**config.mk**
```make
export PLATFORM = sky130hd
export DESIGN_NAME = stl_core
export DESIGN_NICKNAME = d
export VERILOG_FILES = /design/src/stl_pkg.sv /design/src/stl_access_check.sv /design/src/stl_core.sv
export SDC_FILE = /design/constraint.sdc
export NUM_CORES = 1
export LEC_CHECK = 0
export ABC_AREA = 0
export ABC_CLOCK_PERIOD_IN_PS = 15800
export BUFFER_PORTS_ARGS = -buffer_cell sky130_fd_sc_hd__buf_2
export CORE_MARGIN = 2
export CORE_UTILIZATION = 37
export CTS_CLUSTER_SIZE = 10
export DETAILED_ROUTE_END_ITERATION = 7
export HOLD_SLACK_MARGIN = 0.1
export SLEW_MARGIN = 20
export SYNTH_ARGS = -nofsm -noshare
export SYNTH_HDL_FRONTEND = slang
export SYNTH_HIERARCHICAL = 1
export SYNTH_SLANG_ARGS = --single-unit
```
**constraint.sdc**
```tcl
create_clock -name clk_sys -period 15.8 [get_ports clk_sys]
set_input_delay 3.16 -clock clk_sys [delete_from_list [all_inputs] [get_ports clk_sys]]
set_output_delay 3.16 -clock clk_sys [all_outputs]
set_load 0.1 [all_outputs]
```
**src/stl_pkg.sv**
```systemverilog
package stl_pkg;
   // Timing
   localparam int unsigned CLK_PERIOD_NS = 50;
   localparam int unsigned SECOND_NS = 1000000000;
   localparam int unsigned TICK_CYCLES_DEF = SECOND_NS / CLK_PERIOD_NS;
   localparam int unsigned TICK_W = 25;
   localparam int unsigned INTERVAL_MIN_S = 1;
   localparam int unsigned INTERVAL_MAX_H = 9;
   localparam int unsigned SEC_PER_HOUR = 3600;
   localparam logic [15:0] INTERVAL_MIN = 16'(INTERVAL_MIN_S);
   localparam logic [15:0] INTERVAL_MAX = 16'(INTERVAL_MAX_H * SEC_PER_HOUR);
   // Widths
   localparam int unsigned ADC_W = 10;
   localparam int unsigned RTC_W = 32;
   localparam int unsigned PWD_W = 32;
   localparam int unsigned PWD_HALF = 16;
   localparam int unsigned NUM_AREAS = 3;
   localparam int unsigned NUM_CH = 4;
   // Nonvolatile banks, sizes in bits
   localparam int unsigned BANK_SYSTEM_BITS = 512;
   localparam int unsigned BANK_RESERVED_BITS = 64;
   localparam int unsigned BANK_IDENT_BITS = 144;
   localparam int unsigned BANK_TAGID_BITS = 80;
   localparam int unsigned BANK_USER_BITS = 8416;
   localparam logic [2:0] BANK_SYSTEM = 3'h0;
   localparam logic [2:0] BANK_RESERVED = 3'h1;
   localparam logic [2:0] BANK_IDENT = 3'h2;
   localparam logic [2:0] BANK_TAGID = 3'h3;
   localparam logic [2:0] BANK_USER = 3'h4;
   // Password areas
   localparam logic [1:0] AREA_SYSTEM = 2'h0;
   localparam logic [1:0] AREA_APP = 2'h1;
   localparam logic [1:0] AREA_MEAS = 2'h2;
   // Converter channels
   localparam logic [1:0] CH_TEMP = 2'h0;
   localparam logic [1:0] CH_FIRST_SENSOR_INPUT = 2'h1;
   localparam logic [1:0] CH_SECOND_SENSOR_INPUT = 2'h2;
   localparam logic [1:0] CH_BAT = 2'h3;
   // Event source select and recorded source
   localparam logic [1:0] SEL_FIRST = 2'h1;
   localparam logic [1:0] SEL_SECOND = 2'h2;
   localparam logic [1:0] SEL_BOTH = 2'h3;
   // Auto-range
   localparam logic [9:0] RANGE_HI = 10'h3F0;
   localparam logic [9:0] RANGE_LO = 10'h00F;
   localparam logic [1:0] RANGE_TOP = 2'h3;
   localparam logic [1:0] RANGE_RESET = 2'h0;
   // Link rates in kbit/s
   localparam logic [9:0] FWD_MIN_KBPS = 10'h028;
   localparam logic [9:0] FWD_MAX_KBPS = 10'h0A0;
   localparam logic [9:0] RTN_MIN_KBPS = 10'h005;
   localparam logic [9:0] RTN_MAX_KBPS = 10'h280;
   // Shelf life decrement per second
   localparam logic [31:0] SHELF_STEP_COOL = 32'h00000001;
   localparam logic [31:0] SHELF_STEP_WARM = 32'h00000002;

   typedef enum logic [1:0]
   {
      ST_IDLE = 2'b00,
      ST_ACTIVE = 2'b01,
      ST_CONV = 2'b10,
      ST_WRITE = 2'b11
   } stl_state_t;
endpackage

```
**src/stl_access_check.sv**
```systemverilog
`timescale 1ns/1ps
module stl_access_check
(
   input wire logic clk_sys,
   input wire logic reset,
   input wire logic [2:0] acc_bank,
   input wire logic [1:0] acc_area,
   input wire logic acc_write,
   input wire logic acc_spi,
   input wire logic acc_custom,
   input wire logic [stl_pkg::PWD_W-1:0] acc_pwd,
   input wire logic [stl_pkg::NUM_AREAS*stl_pkg::PWD_W-1:0] pwd_table,
   output logic acc_grant
);
   import stl_pkg::*;

   logic [NUM_AREAS-1:0] rw_ok;
   logic [NUM_AREAS-1:0] w_ok;
   logic [1:0] area;
   logic pwd_ok;

   // Zero half means that half is unprotected
   genvar g;
   generate
      for (g = 0; g < NUM_AREAS; g = g + 1)
      begin : g_area
         logic [PWD_HALF-1:0] hi;
         logic [PWD_HALF-1:0] lo;
         assign hi = pwd_table[g*PWD_W+PWD_HALF +: PWD_HALF];
         assign lo = pwd_table[g*PWD_W +: PWD_HALF];
         assign rw_ok[g] = (hi == '0) || (acc_pwd[PWD_W-1:PWD_HALF] == hi);
         assign w_ok[g] = rw_ok[g] && ((lo == '0) || (acc_pwd[PWD_HALF-1:0] == lo));
      end
   endgenerate

   always_comb
   begin
      area = (acc_bank == BANK_SYSTEM) ? AREA_SYSTEM : acc_area;
      if (area > AREA_MEAS)
      begin
         area = AREA_MEAS;
      end
      pwd_ok = acc_write ? w_ok[area] : rw_ok[area];
      if (acc_bank == BANK_TAGID && acc_write)
      begin
         acc_grant = 1'b0;
      end
      else if (acc_spi)
      begin
         acc_grant = 1'b1;
      end
      else if (acc_bank == BANK_SYSTEM && !acc_custom)
      begin
         acc_grant = 1'b0;
      end
      else if (acc_bank == BANK_USER || acc_bank == BANK_SYSTEM)
      begin
         acc_grant = pwd_ok;
      end
      else
      begin
         acc_grant = 1'b1;
      end
   end
endmodule

```
**src/stl_core.sv**
```systemverilog
`timescale 1ns/1ps
// Contract
// - Real-time clock starts only on start-log, counting from the carried start time.
// - Logging interval programmable from one second to nine hours, measuring each interval.
// - One 10-bit converter with selectable references shared by temp, externals, battery.
// - Event mode logs on an external input edge instead of the interval timer.
// - Event source is first, second or both inputs; first wins when both fire.
// - Event triggers only the conversions the application selected.
// - Each event entry stores sensor value with the 32-bit clock value.
// - Three 32-bit passwords guard the three memory areas for reader access.
// - Lower password half gates writes, upper half gates reads and writes.
// - Battery classified 3V or 1.5V at power-up and the type is kept until a check retrigger reclassifies it.
// - Battery supply by default; field power only without battery or when drained.
// - Shelf life counted down dynamically; alarm output raised at expiry.
// - Memory is five banks: system, reserved, identifier, tag identifier, user.
// - Standard reader reads and writes of the system bank are refused.
// - Tag identifier bank is locked; later writes are rejected.
// - Reader-to-tag rates from 40 to 160 kbit/s are accepted.
// - Tag-to-reader rates from 5 to 640 kbit/s are supported.
// - Host port can initialise, configure and start or stop logging.
// - External front end gives auto-ranging and a threshold interrupt.
// - After a log event the core returns to active with the clock running.
// - Passwords apply to the radio side only; host port access is blocked only for tag identifier writes.
module stl_core
#(
   parameter int unsigned TICK_CYCLES = stl_pkg::TICK_CYCLES_DEF
)
(
   input wire logic clk_sys,
   input wire logic reset,
   input wire logic rf_start_log,
   input wire logic spi_start_log,
   input wire logic rf_stop_log,
   input wire logic spi_stop_log,
   input wire logic [stl_pkg::RTC_W-1:0] start_time,
   input wire logic event_mode,
   input wire logic [1:0] irq_src_sel,
   input wire logic [stl_pkg::NUM_CH-1:0] irq_meas_sel,
   input wire logic [stl_pkg::NUM_CH-1:0] timed_meas_sel,
   input wire logic [15:0] interval_sec,
   input wire logic [2*stl_pkg::NUM_CH-1:0] ref_cfg,
   input wire logic first_sensor_input,
   input wire logic second_sensor_input,
   output logic adc_start,
   output logic [1:0] adc_channel,
   output logic [1:0] adc_ref,
   input wire logic adc_done,
   input wire logic [stl_pkg::ADC_W-1:0] adc_data,
   output logic [1:0] ext_range,
   input wire logic [stl_pkg::ADC_W-1:0] ext_thresh,
   output logic ext_thresh_hit,
   output logic log_wr_valid,
   input wire logic log_wr_ready,
   output logic [1:0] log_wr_channel,
   output logic [stl_pkg::ADC_W-1:0] log_wr_value,
   output logic [stl_pkg::RTC_W-1:0] log_wr_time,
   output logic log_wr_event,
   output logic [1:0] log_wr_source,
   output logic rtc_running,
   output logic [stl_pkg::RTC_W-1:0] rtc_time,
   output logic logging_busy,
   input wire logic bat_check_retrigger,
   input wire logic bat_level_high,
   input wire logic bat_present,
   input wire logic bat_drained,
   output logic bat_is_3v,
   output logic supply_from_field,
   input wire logic shelf_load,
   input wire logic [31:0] shelf_life_init,
   input wire logic [stl_pkg::ADC_W-1:0] shelf_ref_temp,
   output logic [31:0] shelf_remaining,
   output logic shelf_alarm,
   input wire logic [9:0] fwd_rate_kbps,
   input wire logic [9:0] rtn_rate_kbps,
   output logic fwd_rate_ok,
   output logic rtn_rate_ok,
   input wire logic pwd_load,
   input wire logic [1:0] pwd_load_area,
   input wire logic [stl_pkg::PWD_W-1:0] pwd_load_value,
   input wire logic [2:0] acc_bank,
   input wire logic [1:0] acc_area,
   input wire logic acc_write,
   input wire logic acc_spi,
   input wire logic acc_custom,
   input wire logic [stl_pkg::PWD_W-1:0] acc_pwd,
   output logic acc_grant
);
   import stl_pkg::*;

   function automatic logic [1:0] first_chan(input logic [NUM_CH-1:0] m);
      logic [1:0] c;
      c = CH_TEMP;
      for (int i = NUM_CH - 1; i >= 0; i--)
      begin
         if (m[i])
         begin
            c = 2'(i);
         end
      end
      return c;
   endfunction

   // Timebase, clock and interval
   logic [TICK_W-1:0] tick_cnt, next_tick_cnt;
   logic [15:0] sec_cnt, next_sec_cnt;
   logic [RTC_W-1:0] next_rtc_time;
   logic next_rtc_running;
   logic tick, start_cmd, stop_cmd, timed_trig;
   logic [15:0] ivl;

   always_comb
   begin
      start_cmd = rf_start_log | spi_start_log;
      stop_cmd = rf_stop_log | spi_stop_log;
      tick = (tick_cnt == TICK_W'(TICK_CYCLES - 1));
      next_tick_cnt = tick ? '0 : tick_cnt + 1'b1;
      ivl = interval_sec;
      if (ivl < INTERVAL_MIN)
      begin
         ivl = INTERVAL_MIN;
      end
      else if (ivl > INTERVAL_MAX)
      begin
         ivl = INTERVAL_MAX;
      end
      next_rtc_time = rtc_time;
      next_rtc_running = rtc_running;
      next_sec_cnt = sec_cnt;
      timed_trig = 1'b0;
      if (stop_cmd)
      begin
         next_rtc_running = 1'b0;
      end
      else if (start_cmd)
      begin
         next_rtc_running = 1'b1;
         next_rtc_time = start_time;
         next_sec_cnt = '0;
         next_tick_cnt = '0;
      end
      else if (rtc_running && tick)
      begin
         next_rtc_time = rtc_time + 1'b1;
         if (!event_mode)
         begin
            if (sec_cnt >= ivl - 1'b1)
            begin
               next_sec_cnt = '0;
               timed_trig = 1'b1;
            end
            else
            begin
               next_sec_cnt = sec_cnt + 1'b1;
            end
         end
      end
   end

   always_ff @(posedge clk_sys or posedge reset)
   begin
      if (reset)
      begin
         tick_cnt <= '0;
         sec_cnt <= '0;
         rtc_time <= '0;
         rtc_running <= 1'b0;
      end
      else
      begin
         tick_cnt <= next_tick_cnt;
         sec_cnt <= next_sec_cnt;
         rtc_time <= next_rtc_time;
         rtc_running <= next_rtc_running;
      end
   end

   // Event detection, pending triggers and log sequencer
   stl_state_t state, next_state;
   logic in1_d, in2_d, pend_timed, pend_event, next_pend_timed, next_pend_event;
   logic [1:0] pend_src, next_pend_src;
   logic [NUM_CH-1:0] mask, next_mask, rest;
   logic [RTC_W-1:0] next_log_time;
   logic next_adc_start, next_log_valid, next_log_event, take_event, take_timed;
   logic [1:0] next_adc_channel, next_log_source;
   logic [ADC_W-1:0] next_log_value;
   logic hit1, hit2, event_trig;

   always_comb
   begin
      hit1 = first_sensor_input && !in1_d && irq_src_sel[0];
      hit2 = second_sensor_input && !in2_d && irq_src_sel[1];
      event_trig = event_mode && rtc_running && (hit1 || hit2);
      next_state = state;
      next_mask = mask;
      next_log_time = log_wr_time;
      next_adc_start = 1'b0;
      next_adc_channel = adc_channel;
      next_log_valid = log_wr_valid;
      next_log_value = log_wr_value;
      next_log_event = log_wr_event;
      next_log_source = log_wr_source;
      take_event = 1'b0;
      take_timed = 1'b0;
      rest = mask & ~(NUM_CH'(1) << adc_channel);
      case (state)
         ST_IDLE:
         begin
            if (rtc_running)
            begin
               next_state = ST_ACTIVE;
            end
         end
         ST_ACTIVE:
         begin
            // Events first; a timed trigger waits in its pending flag
            take_event = pend_event;
            take_timed = !pend_event && pend_timed;
            next_mask = pend_event ? irq_meas_sel : timed_meas_sel;
            if ((take_event || take_timed) && next_mask != '0)
            begin
               next_log_time = rtc_time;
               next_log_event = take_event;
               next_log_source = take_event ? pend_src : 2'h0;
               next_adc_channel = first_chan(next_mask);
               next_adc_start = 1'b1;
               next_state = ST_CONV;
            end
         end
         ST_CONV:
         begin
            if (adc_done)
            begin
               next_log_value = adc_data;
               next_log_valid = 1'b1;
               next_state = ST_WRITE;
            end
         end
         ST_WRITE:
         begin
            if (log_wr_ready)
            begin
               next_log_valid = 1'b0;
               next_mask = rest;
               if (rest != '0)
               begin
                  next_adc_channel = first_chan(rest);
                  next_adc_start = 1'b1;
                  next_state = ST_CONV;
               end
               else
               begin
                  next_state = ST_ACTIVE;
               end
            end
         end
         default:
         begin
            next_state = ST_IDLE;
         end
      endcase
      if (stop_cmd)
      begin
         next_state = ST_IDLE;
         next_log_valid = 1'b0;
         next_adc_start = 1'b0;
      end
      // Set beats clear so a trigger landing on the take is kept
      next_pend_timed = ((pend_timed && !take_timed) || timed_trig) && !stop_cmd;
      next_pend_event = ((pend_event && !take_event) || event_trig) && !stop_cmd;
      next_pend_src = pend_src;
      if (event_trig)
      begin
         next_pend_src = hit1 ? SEL_FIRST : SEL_SECOND;
      end
   end

   always_ff @(posedge clk_sys or posedge reset)
   begin
      if (reset)
      begin
         state <= ST_IDLE;
         in1_d <= 1'b0;
         in2_d <= 1'b0;
         pend_timed <= 1'b0;
         pend_event <= 1'b0;
         pend_src <= 2'h0;
         mask <= '0;
         adc_start <= 1'b0;
         adc_channel <= CH_TEMP;
         log_wr_valid <= 1'b0;
         log_wr_value <= '0;
         log_wr_time <= '0;
         log_wr_event <= 1'b0;
         log_wr_source <= 2'h0;
      end
      else
      begin
         state <= next_state;
         in1_d <= first_sensor_input;
         in2_d <= second_sensor_input;
         pend_timed <= next_pend_timed;
         pend_event <= next_pend_event;
         pend_src <= next_pend_src;
         mask <= next_mask;
         adc_start <= next_adc_start;
         adc_channel <= next_adc_channel;
         log_wr_valid <= next_log_valid;
         log_wr_value <= next_log_value;
         log_wr_time <= next_log_time;
         log_wr_event <= next_log_event;
         log_wr_source <= next_log_source;
      end
   end

   assign log_wr_channel = adc_channel;
   assign adc_ref = ref_cfg[2*adc_channel +: 2];
   assign logging_busy = (state == ST_CONV) || (state == ST_WRITE);

   // Battery, supply, shelf life, front end range, link rates, passwords
   logic bat_chk, next_bat_chk, next_bat_is_3v, next_field, next_alarm, next_thr;
   logic next_fwd_ok, next_rtn_ok, warm, ext_done;
   logic [31:0] next_shelf, step;
   logic [ADC_W-1:0] last_temp, next_last_temp;
   logic [1:0] next_range;
   logic [PWD_W-1:0] pwd [NUM_AREAS];
   logic [PWD_W-1:0] next_pwd [NUM_AREAS];

   always_comb
   begin
      // Check again on retrigger once voltage has settled
      next_bat_chk = bat_check_retrigger;
      next_bat_is_3v = bat_chk ? bat_level_high : bat_is_3v;
      next_field = !bat_present || bat_drained;
      ext_done = adc_done && state == ST_CONV && (adc_channel == CH_FIRST_SENSOR_INPUT || adc_channel == CH_SECOND_SENSOR_INPUT);
      next_last_temp = (adc_done && state == ST_CONV && adc_channel == CH_TEMP) ? adc_data : last_temp;
      warm = last_temp > shelf_ref_temp;
      step = warm ? SHELF_STEP_WARM : SHELF_STEP_COOL;
      next_shelf = shelf_remaining;
      if (shelf_load)
      begin
         next_shelf = shelf_life_init;
      end
      else if (rtc_running && tick && shelf_remaining != '0)
      begin
         next_shelf = (shelf_remaining > step) ? shelf_remaining - step : '0;
      end
      next_alarm = (shelf_alarm || (shelf_remaining != '0 && next_shelf == '0)) && !shelf_load;
      next_range = ext_range;
      if (ext_done && adc_data >= RANGE_HI && ext_range != RANGE_TOP)
      begin
         next_range = ext_range + 1'b1;
      end
      else if (ext_done && adc_data <= RANGE_LO && ext_range != RANGE_RESET)
      begin
         next_range = ext_range - 1'b1;
      end
      next_thr = ext_done && adc_data > ext_thresh;
      next_fwd_ok = fwd_rate_kbps >= FWD_MIN_KBPS && fwd_rate_kbps <= FWD_MAX_KBPS;
      next_rtn_ok = rtn_rate_kbps >= RTN_MIN_KBPS && rtn_rate_kbps <= RTN_MAX_KBPS;
      for (int i = 0; i < NUM_AREAS; i++)
      begin
         next_pwd[i] = (pwd_load && pwd_load_area == 2'(i)) ? pwd_load_value : pwd[i];
      end
   end

   always_ff @(posedge clk_sys or posedge reset)
   begin
      if (reset)
      begin
         bat_chk <= 1'b1;
         bat_is_3v <= 1'b0;
         supply_from_field <= 1'b0;
         shelf_remaining <= '0;
         shelf_alarm <= 1'b0;
         last_temp <= '0;
         ext_range <= RANGE_RESET;
         ext_thresh_hit <= 1'b0;
         fwd_rate_ok <= 1'b0;
         rtn_rate_ok <= 1'b0;
         for (int i = 0; i < NUM_AREAS; i++)
         begin
            pwd[i] <= '0;
         end
      end
      else
      begin
         bat_chk <= next_bat_chk;
         bat_is_3v <= next_bat_is_3v;
         supply_from_field <= next_field;
         shelf_remaining <= next_shelf;
         shelf_alarm <= next_alarm;
         last_temp <= next_last_temp;
         ext_range <= next_range;
         ext_thresh_hit <= next_thr;
         fwd_rate_ok <= next_fwd_ok;
         rtn_rate_ok <= next_rtn_ok;
         pwd <= next_pwd;
      end
   end

   stl_access_check u_access
   (
      .clk_sys(clk_sys),
      .reset(reset),
      .acc_bank(acc_bank),
      .acc_area(acc_area),
      .acc_write(acc_write),
      .acc_spi(acc_spi),
      .acc_custom(acc_custom),
      .acc_pwd(acc_pwd),
      .pwd_table({pwd[2], pwd[1], pwd[0]}),
      .acc_grant(acc_grant)
   );
endmodule

```
**After elaboration in Yosys (flattened, before gate mapping)**

Index checks and enable logic that the tools add are counted.

- $add $sub $neg: 7
- Order comparisons: 14
- Eq/ne operators: 25
- Shift operators: 2
- Muxes and demuxes: 70
- Bitwise operators: 5
- Reductions and logical operators: 86

Operators by type and width:

| cell | count |
|---|---|
| 2-to-1 mux 32 bit | 5 |
| equality test 16 bit | 6 |
| logical NOT 16 bit | 6 |
| 2-to-1 mux 16 bit | 6 |
| 2-to-1 mux 25 bit | 3 |
| 2-to-1 mux 2 bit | 24 |
| logical AND 1 bit | 34 |
| adder 32 x 1 -> 32 bit (second input constant) | 1 |
| greater-than comparator 32 x 2 -> 1 bit | 1 |
| logical NOT 32 bit | 1 |
| nonzero test 32 bit | 1 |
| subtractor 32 x 2 -> 32 bit | 1 |
| adder 25 x 1 -> 25 bit (second input constant) | 1 |
| equality test 25 bit (second input constant) | 1 |
| 2-to-1 mux 1 bit | 23 |
| greater-than comparator 10 bit | 2 |
| adder 16 x 1 -> 16 bit (second input constant) | 1 |
| >= comparator 16 bit | 1 |
| greater-than comparator 16 x 15 -> 1 bit (second input constant) | 1 |
| < comparator 16 x 1 -> 1 bit (second input constant) | 1 |
| subtractor 16 x 1 -> 16 bit (second input constant) | 1 |
| logical OR 1 bit | 15 |
| != test 3 bit (second input constant) | 4 |
| >= comparator 10 bit (second input constant) | 1 |
| other kinds (36) | 68 |

- Register bits after elaboration: 282
- Input bits: 239
- Word-level logic and storage cells: 240

**Depth between registers and ports, before layout**

- Depth after elaboration: 12
- Gate-level depth with buffers: 21
- Mapped depth without buffers: 20

**Cells and area by module**

Netlist, hierarchy kept.

Modules (own cells, without submodules):

| module | times used | cells an instance | area each (sq um) | seq. area each (sq um) |
|---|---|---|---|---|
| stl_core | 1 | 1,397 | 14,357.5 | 7,058.0 |
| stl_access_check | 1 | 173 | 1,331.3 | 0.0 |

**Worst setup path after synthesis**

OpenSTA, ideal clock, no wires.

- Kind: input -> output
- Start point: in acc_bank[1]
- End point: out acc_grant
- Arrival: 4.601 ns
- Required time: 12.640 ns
- Setup slack: 8.039 ns
- Cell stages on the path: 4
- Path buffers: 0
- Path through: or3_4 > and4_4 > a222oi_1 > a32o_2

- Cells in the longest elaborated chain, start to end: 11
- Elaborated cells between the ends (all ways): 18

Ends and longest elaborated chain:

| item | RTL line | text |
|---|---|---|
| from (decl) | stl_core.sv:80 | `input wire logic [2:0] acc_bank,` |
| logical NOT 3 bit | stl_access_check.sv:38, stl_access_check.sv:52, stl_access_check.sv:56 |  |
| 2-to-1 mux 2 bit | stl_access_check.sv:38 | `area = (acc_bank == BANK_SYSTEM) ? AREA_SYSTEM : acc_area;` |
| greater-than comparator 2 bit | stl_access_check.sv:39 | `if (area > AREA_MEAS)` |
| 2-to-1 mux 2 bit | stl_access_check.sv:39 |  |
| binary-select mux 1 bit (select 2 bit) | stl_access_check.sv:43 | `pwd_ok = acc_write ? w_ok[area] : rw_ok[area];` |
| 2-to-1 mux 1 bit (implied by the code) | stl_access_check.sv:43 |  |
| 2-to-1 mux 1 bit | stl_access_check.sv:43 |  |
| 2-to-1 mux 1 bit | stl_access_check.sv:56 | `else if (acc_bank == BANK_USER \|\| acc_bank == BANK_SYSTEM)` |
| 2-to-1 mux 1 bit | stl_access_check.sv:52 | `else if (acc_bank == BANK_SYSTEM && !acc_custom)` |
| 2-to-1 mux 1 bit | stl_access_check.sv:48 | `else if (acc_spi)` |
| 2-to-1 mux 1 bit (*) | stl_access_check.sv:44 | `if (acc_bank == BANK_TAGID && acc_write)` |
| to (decl) | stl_core.sv:86 | `output logic acc_grant` |

Every way passes the cells marked *; elsewhere a longest branch is shown, timed or not. The select of a mux whose other input is x is not followed.

**Final worst setup path**

- Start point: in acc_pwd[12] in the netlist's numbering
- End point: out acc_grant

- Cells in the longest elaborated chain, start to end: 10
- Elaborated cells between the ends (all ways): 16

Ends and longest elaborated chain:

| item | RTL line | text |
|---|---|---|
| from (decl) | stl_core.sv:85 | `input wire logic [stl_pkg::PWD_W-1:0] acc_pwd,` |
| equality test 16 bit | stl_access_check.sv:32 | `assign w_ok[g] = rw_ok[g] && ((lo == '0) \|\| (acc_pwd[PWD_HALF-1:0] == lo));` |
| logical OR 1 bit | stl_access_check.sv:32 |  |
| logical AND 1 bit | stl_access_check.sv:32 |  |
| binary-select mux 1 bit (select 2 bit) (*) | stl_access_check.sv:43 |  |
| 2-to-1 mux 1 bit (implied by the code) (*) | stl_access_check.sv:43 |  |
| 2-to-1 mux 1 bit (*) | stl_access_check.sv:43 |  |
| 2-to-1 mux 1 bit (*) | stl_access_check.sv:56 |  |
| 2-to-1 mux 1 bit (*) | stl_access_check.sv:52 |  |
| 2-to-1 mux 1 bit (*) | stl_access_check.sv:48 |  |
| 2-to-1 mux 1 bit (*) | stl_access_check.sv:44 |  |

Marked as above.

==> results.md <==
* WP data arrival at 5.03 ns
* Post-CTS setup buffer count at 0
* Cell repeated most along the worst path: buf_2
* Final hold vios at 0
* Final nets at roughly 2,200
* Most common cell after layout, fill and taps aside: buf_2
* Crit. End Element: output port
* ANT nets after route at 0
* Syn Std Cell Area at 15,700 um2
* FF/Latch Area at 7060 um2
* Worst EP required at roughly 13 ns
* Clk slew on worst S/H paths at 0.05 ns
* Startpoint types: primary input
* Worst Path Buf+Inv at 2
* Slew Limit Fails at 0
* Die height at 210 um
* CP cell instances: buf_2, xor2_1, nor4_1, nand4_1, a222oi_1, a32o_2, buf_2
* Setup violations, final at 0
* CTS max path bufs at 3
* Die ar. at between 40,000 and 50,000 um2
* GP Congestion at 0.912
* Grt ovf at 0
* RSZ-0062 raised after global routing: no
* H-tree levels at 2
* Clk_skew at 0.0142 ns
* Max-slew headroom at 0.387
* Area growth syn-to-layout at 22.5%
* Final min period at 8.19 ns
* Hold crit path type: flop to flop
* F_max at 0.122 GHz
* Max-Cap Viols at 0
* CP top delay family: simple AND/OR/NAND/NOR gates
* Layout cells sized above 1 at 0.308
* CP max stage cell: buf_2
* Synth warn at 6
* Die width at 210 um
* Number of global-route vias before repair at 13,400
* Layout fillers at approximately 4,000
* P_leak at 9.03 nW
* Synth Net Count at 1,856
* Crit Path Class: primary input to output port
* CP peak stage delay at 0.42 ns
* Least-Margin Pin Slew at 0.917 ns
* DRT Wirelength at around 47,000 um
* Yosys reg bits at 282
* Core area at about 42,000 um2
* Clock root cell: clkbuf_16
* I/O Buffers at 366
* Number of cells upsized or downsized after cts at 0
* Routed len/inst at 19.1 um
* Initial Util at 0.375
* Inserted Clock Buffers at 37
* Most frequent cells in the layout: buf_2 (366), dfrtp_1 (281), nand2_1 (143), mux2_2 (139), xor2_1 (118)
* Synth cell types at 75
* First-pass GRT wire length at 74,700 um
* Finished Core Util at 0.459
* Initial antenna violation count at 8
* Cells after synthesis at 1,570
* Site Rows at 75
* Clk_lat worst skew at roughly 0.54 ns
* Synth Flop Type: dfrtp_1
* GRT Overall Usage at 0.213
* Dpl hpwl at 35,500 um
* PD cells at 121 nW/um2
* CTS tree: yes
* 1st-iter DRT viols at 882
* DRC violations left at 0
* Via density at 5.44
* Tcrit/Tclk final at 0.518
* Register area share after synthesis at 0.450
* Mean Syn Cell Area at roughly 10 um2
* EDFF count, synth at 0
* Largest net degree at the start of global routing at 149
* Routed via count at 13,500
* Crit-path max FO at 3
* DRT Pass-1 Iters at 5
* TNS Setup at 0 ns
* Clock sink total at ~280
* IO Pins at 367
* VDD IR-drop max at 0.000135 V
* Footprint of the multi-input gates at between 8000 and 9000 um2
* # hold bufs at CTS at 0
* Ys async rst share at 1.00
* Outcome: completed
## where the power goes
| part | total (mW) | switching, mW | leakage, nW | internal (mW) |
|---|---|---|---|---|
| registers | 0.923 | 0.111 | 3.53 | 0.812 |
| logic | 0.597 | 0.429 | 4.94 | 0.168 |
| clock network | 0.799 | 0.314 | 0.560 | 0.484 |
## cell usage after synthesis (5+ instances only)
cell | n | area [um2]
and4_1 | 6 | 52.6
a21oi_1 | 82 | 410
nor2b_1 | 20 | 125
nand2_1 | 143 | 537
a22o_1 | 16 | 140
a31oi_1 | 5 | 31.3
a21o_1 | 16 | 120
mux2_2 | 139 | 1570
nand3b_1 | 5 | 37.5
inv_1 | 46 | 173
o21ai_0 | 96 | 480
nor2_1 | 108 | 405
mux2i_1 | 6 | 60.1
or4_1 | 16 | 120
ha_1 | 46 | 576
or2_2 | 10 | 62.6
and2_1 | 6 | 37.5
xor2_1 | 118 | 1030
o22ai_1 | 13 | 81.3
nor4b_1 | 5 | 43.8
nor3_1 | 34 | 170
dfrtp_1 | 281 | 7030
clkbuf_1 | 50 | 188
nand4_1 | 26 | 163
or3_1 | 12 | 75.1
nor4_1 | 63 | 394
nand3_1 | 47 | 235
o21a_1 | 6 | 45.0
and3_1 | 24 | 150
xnor2_1 | 30 | 263
buf_1 | 6 | 22.5
nand2b_1 | 8 | 50.1
## area by class of cell
| class | count | area share |
|---|---|---|
| clock inverters | 4 | 0.00156 |
| well taps | 539 | 0.0351 |
| diodes | 6 | 0.000781 |
| inverters | 46 | 0.00937 |
| multi-input cells | 1180 | 0.427 |
| repair buffers | 375 | 0.101 |
| clock buffers | 55 | 0.0581 |
| flip-flops and latches | 282 | 0.367 |
## kinds of logic after synthesis
kind of cell / count (synthesis) / share of synthesized area
and+or+nand+nor: 556 / 0.186
DFF: 282 / 0.450
AOI/OAI and AO/OA: 281 / 0.110
xor gates and xnor gates: 148 / 0.0826
muxes: 147 / 0.106
buffers and inverters: 108 / 0.0274
adders and majority gates: 47 / 0.0380
other: 1 / 0.000239
## layer usage
metal,vias up,wire (um),GRT usage
li1,6377,-,-
met1,6580,20700,0.282
met2,466,22200,0.346
met3,100,3140,0.0428
met4,4,1410,0.0775
met5,-,27,0
## state kept, by name, summed over array words and instances (netlist names), 2 cells and up
signal           cells
log_wr_source        2
pend_src             2
ext_range            2
mask                 4
rtc_time            32
shelf_remaining     32
adc_channel          2
last_temp           10
log_wr_value        10
state                2
sec_cnt             16
log_wr_time         32
tick_cnt            25
pwd                 96
## through the flow
stage               instance area (um2)  cells  hold slack, ns  total power, mW  setup WS (ns)
floorplan                         15700   1570           0.425             1.36           4.86
global placement                  18000   2421           0.442             1.52           7.62
detailed placement                18000   2421           0.455             1.53           7.63
CTS                               19200   2480           0.461             2.34           7.61
global route                      19200   2486           0.492             2.42           7.51
finish                            19200   2487           0.462             2.32           7.61
## worst paths after layout
path,from,to,slack [ns],depth (start not counted)
worst max-delay path,acc_pwd[12],acc_grant,7.61,7
max in group asynchronous,reset,pwd[25]$_DFFE_PP0P_,12.08,3
worst min register to register,tick_cnt[0]$_DFF_PP0_,tick_cnt[0]$_DFF_PP0_,0.46,1
min in group asynchronous,reset,log_wr_value[6]$_DFFE_PP0P_,2.61,2
worst max register to register,last_temp[3]$_DFFE_PP0P_,shelf_alarm$_DFF_PP0_,10.87,17
worst min-delay path,tick_cnt[0]$_DFF_PP0_,tick_cnt[0]$_DFF_PP0_,0.46,1
## worst register-to-register path: stages (launching register included)
cell and delay [ns]:
dfrtp_1 0.37, ha_1 0.29, a21o_1 0.16, a21o_1 0.16, a21oi_1 0.19, o211ai_1 0.12
nand2_1 0.19, ha_1 0.28, nor2b_1 0.14, or4_1 0.54, or2_2 0.37, or3_1 0.48
or2_1 0.31, nor2_1 0.12, xnor2_1 0.13, o31ai_1 0.10, or4_1 0.56, o41ai_2 0.32
Note: power is estimated with default switching activity, not from simulation.
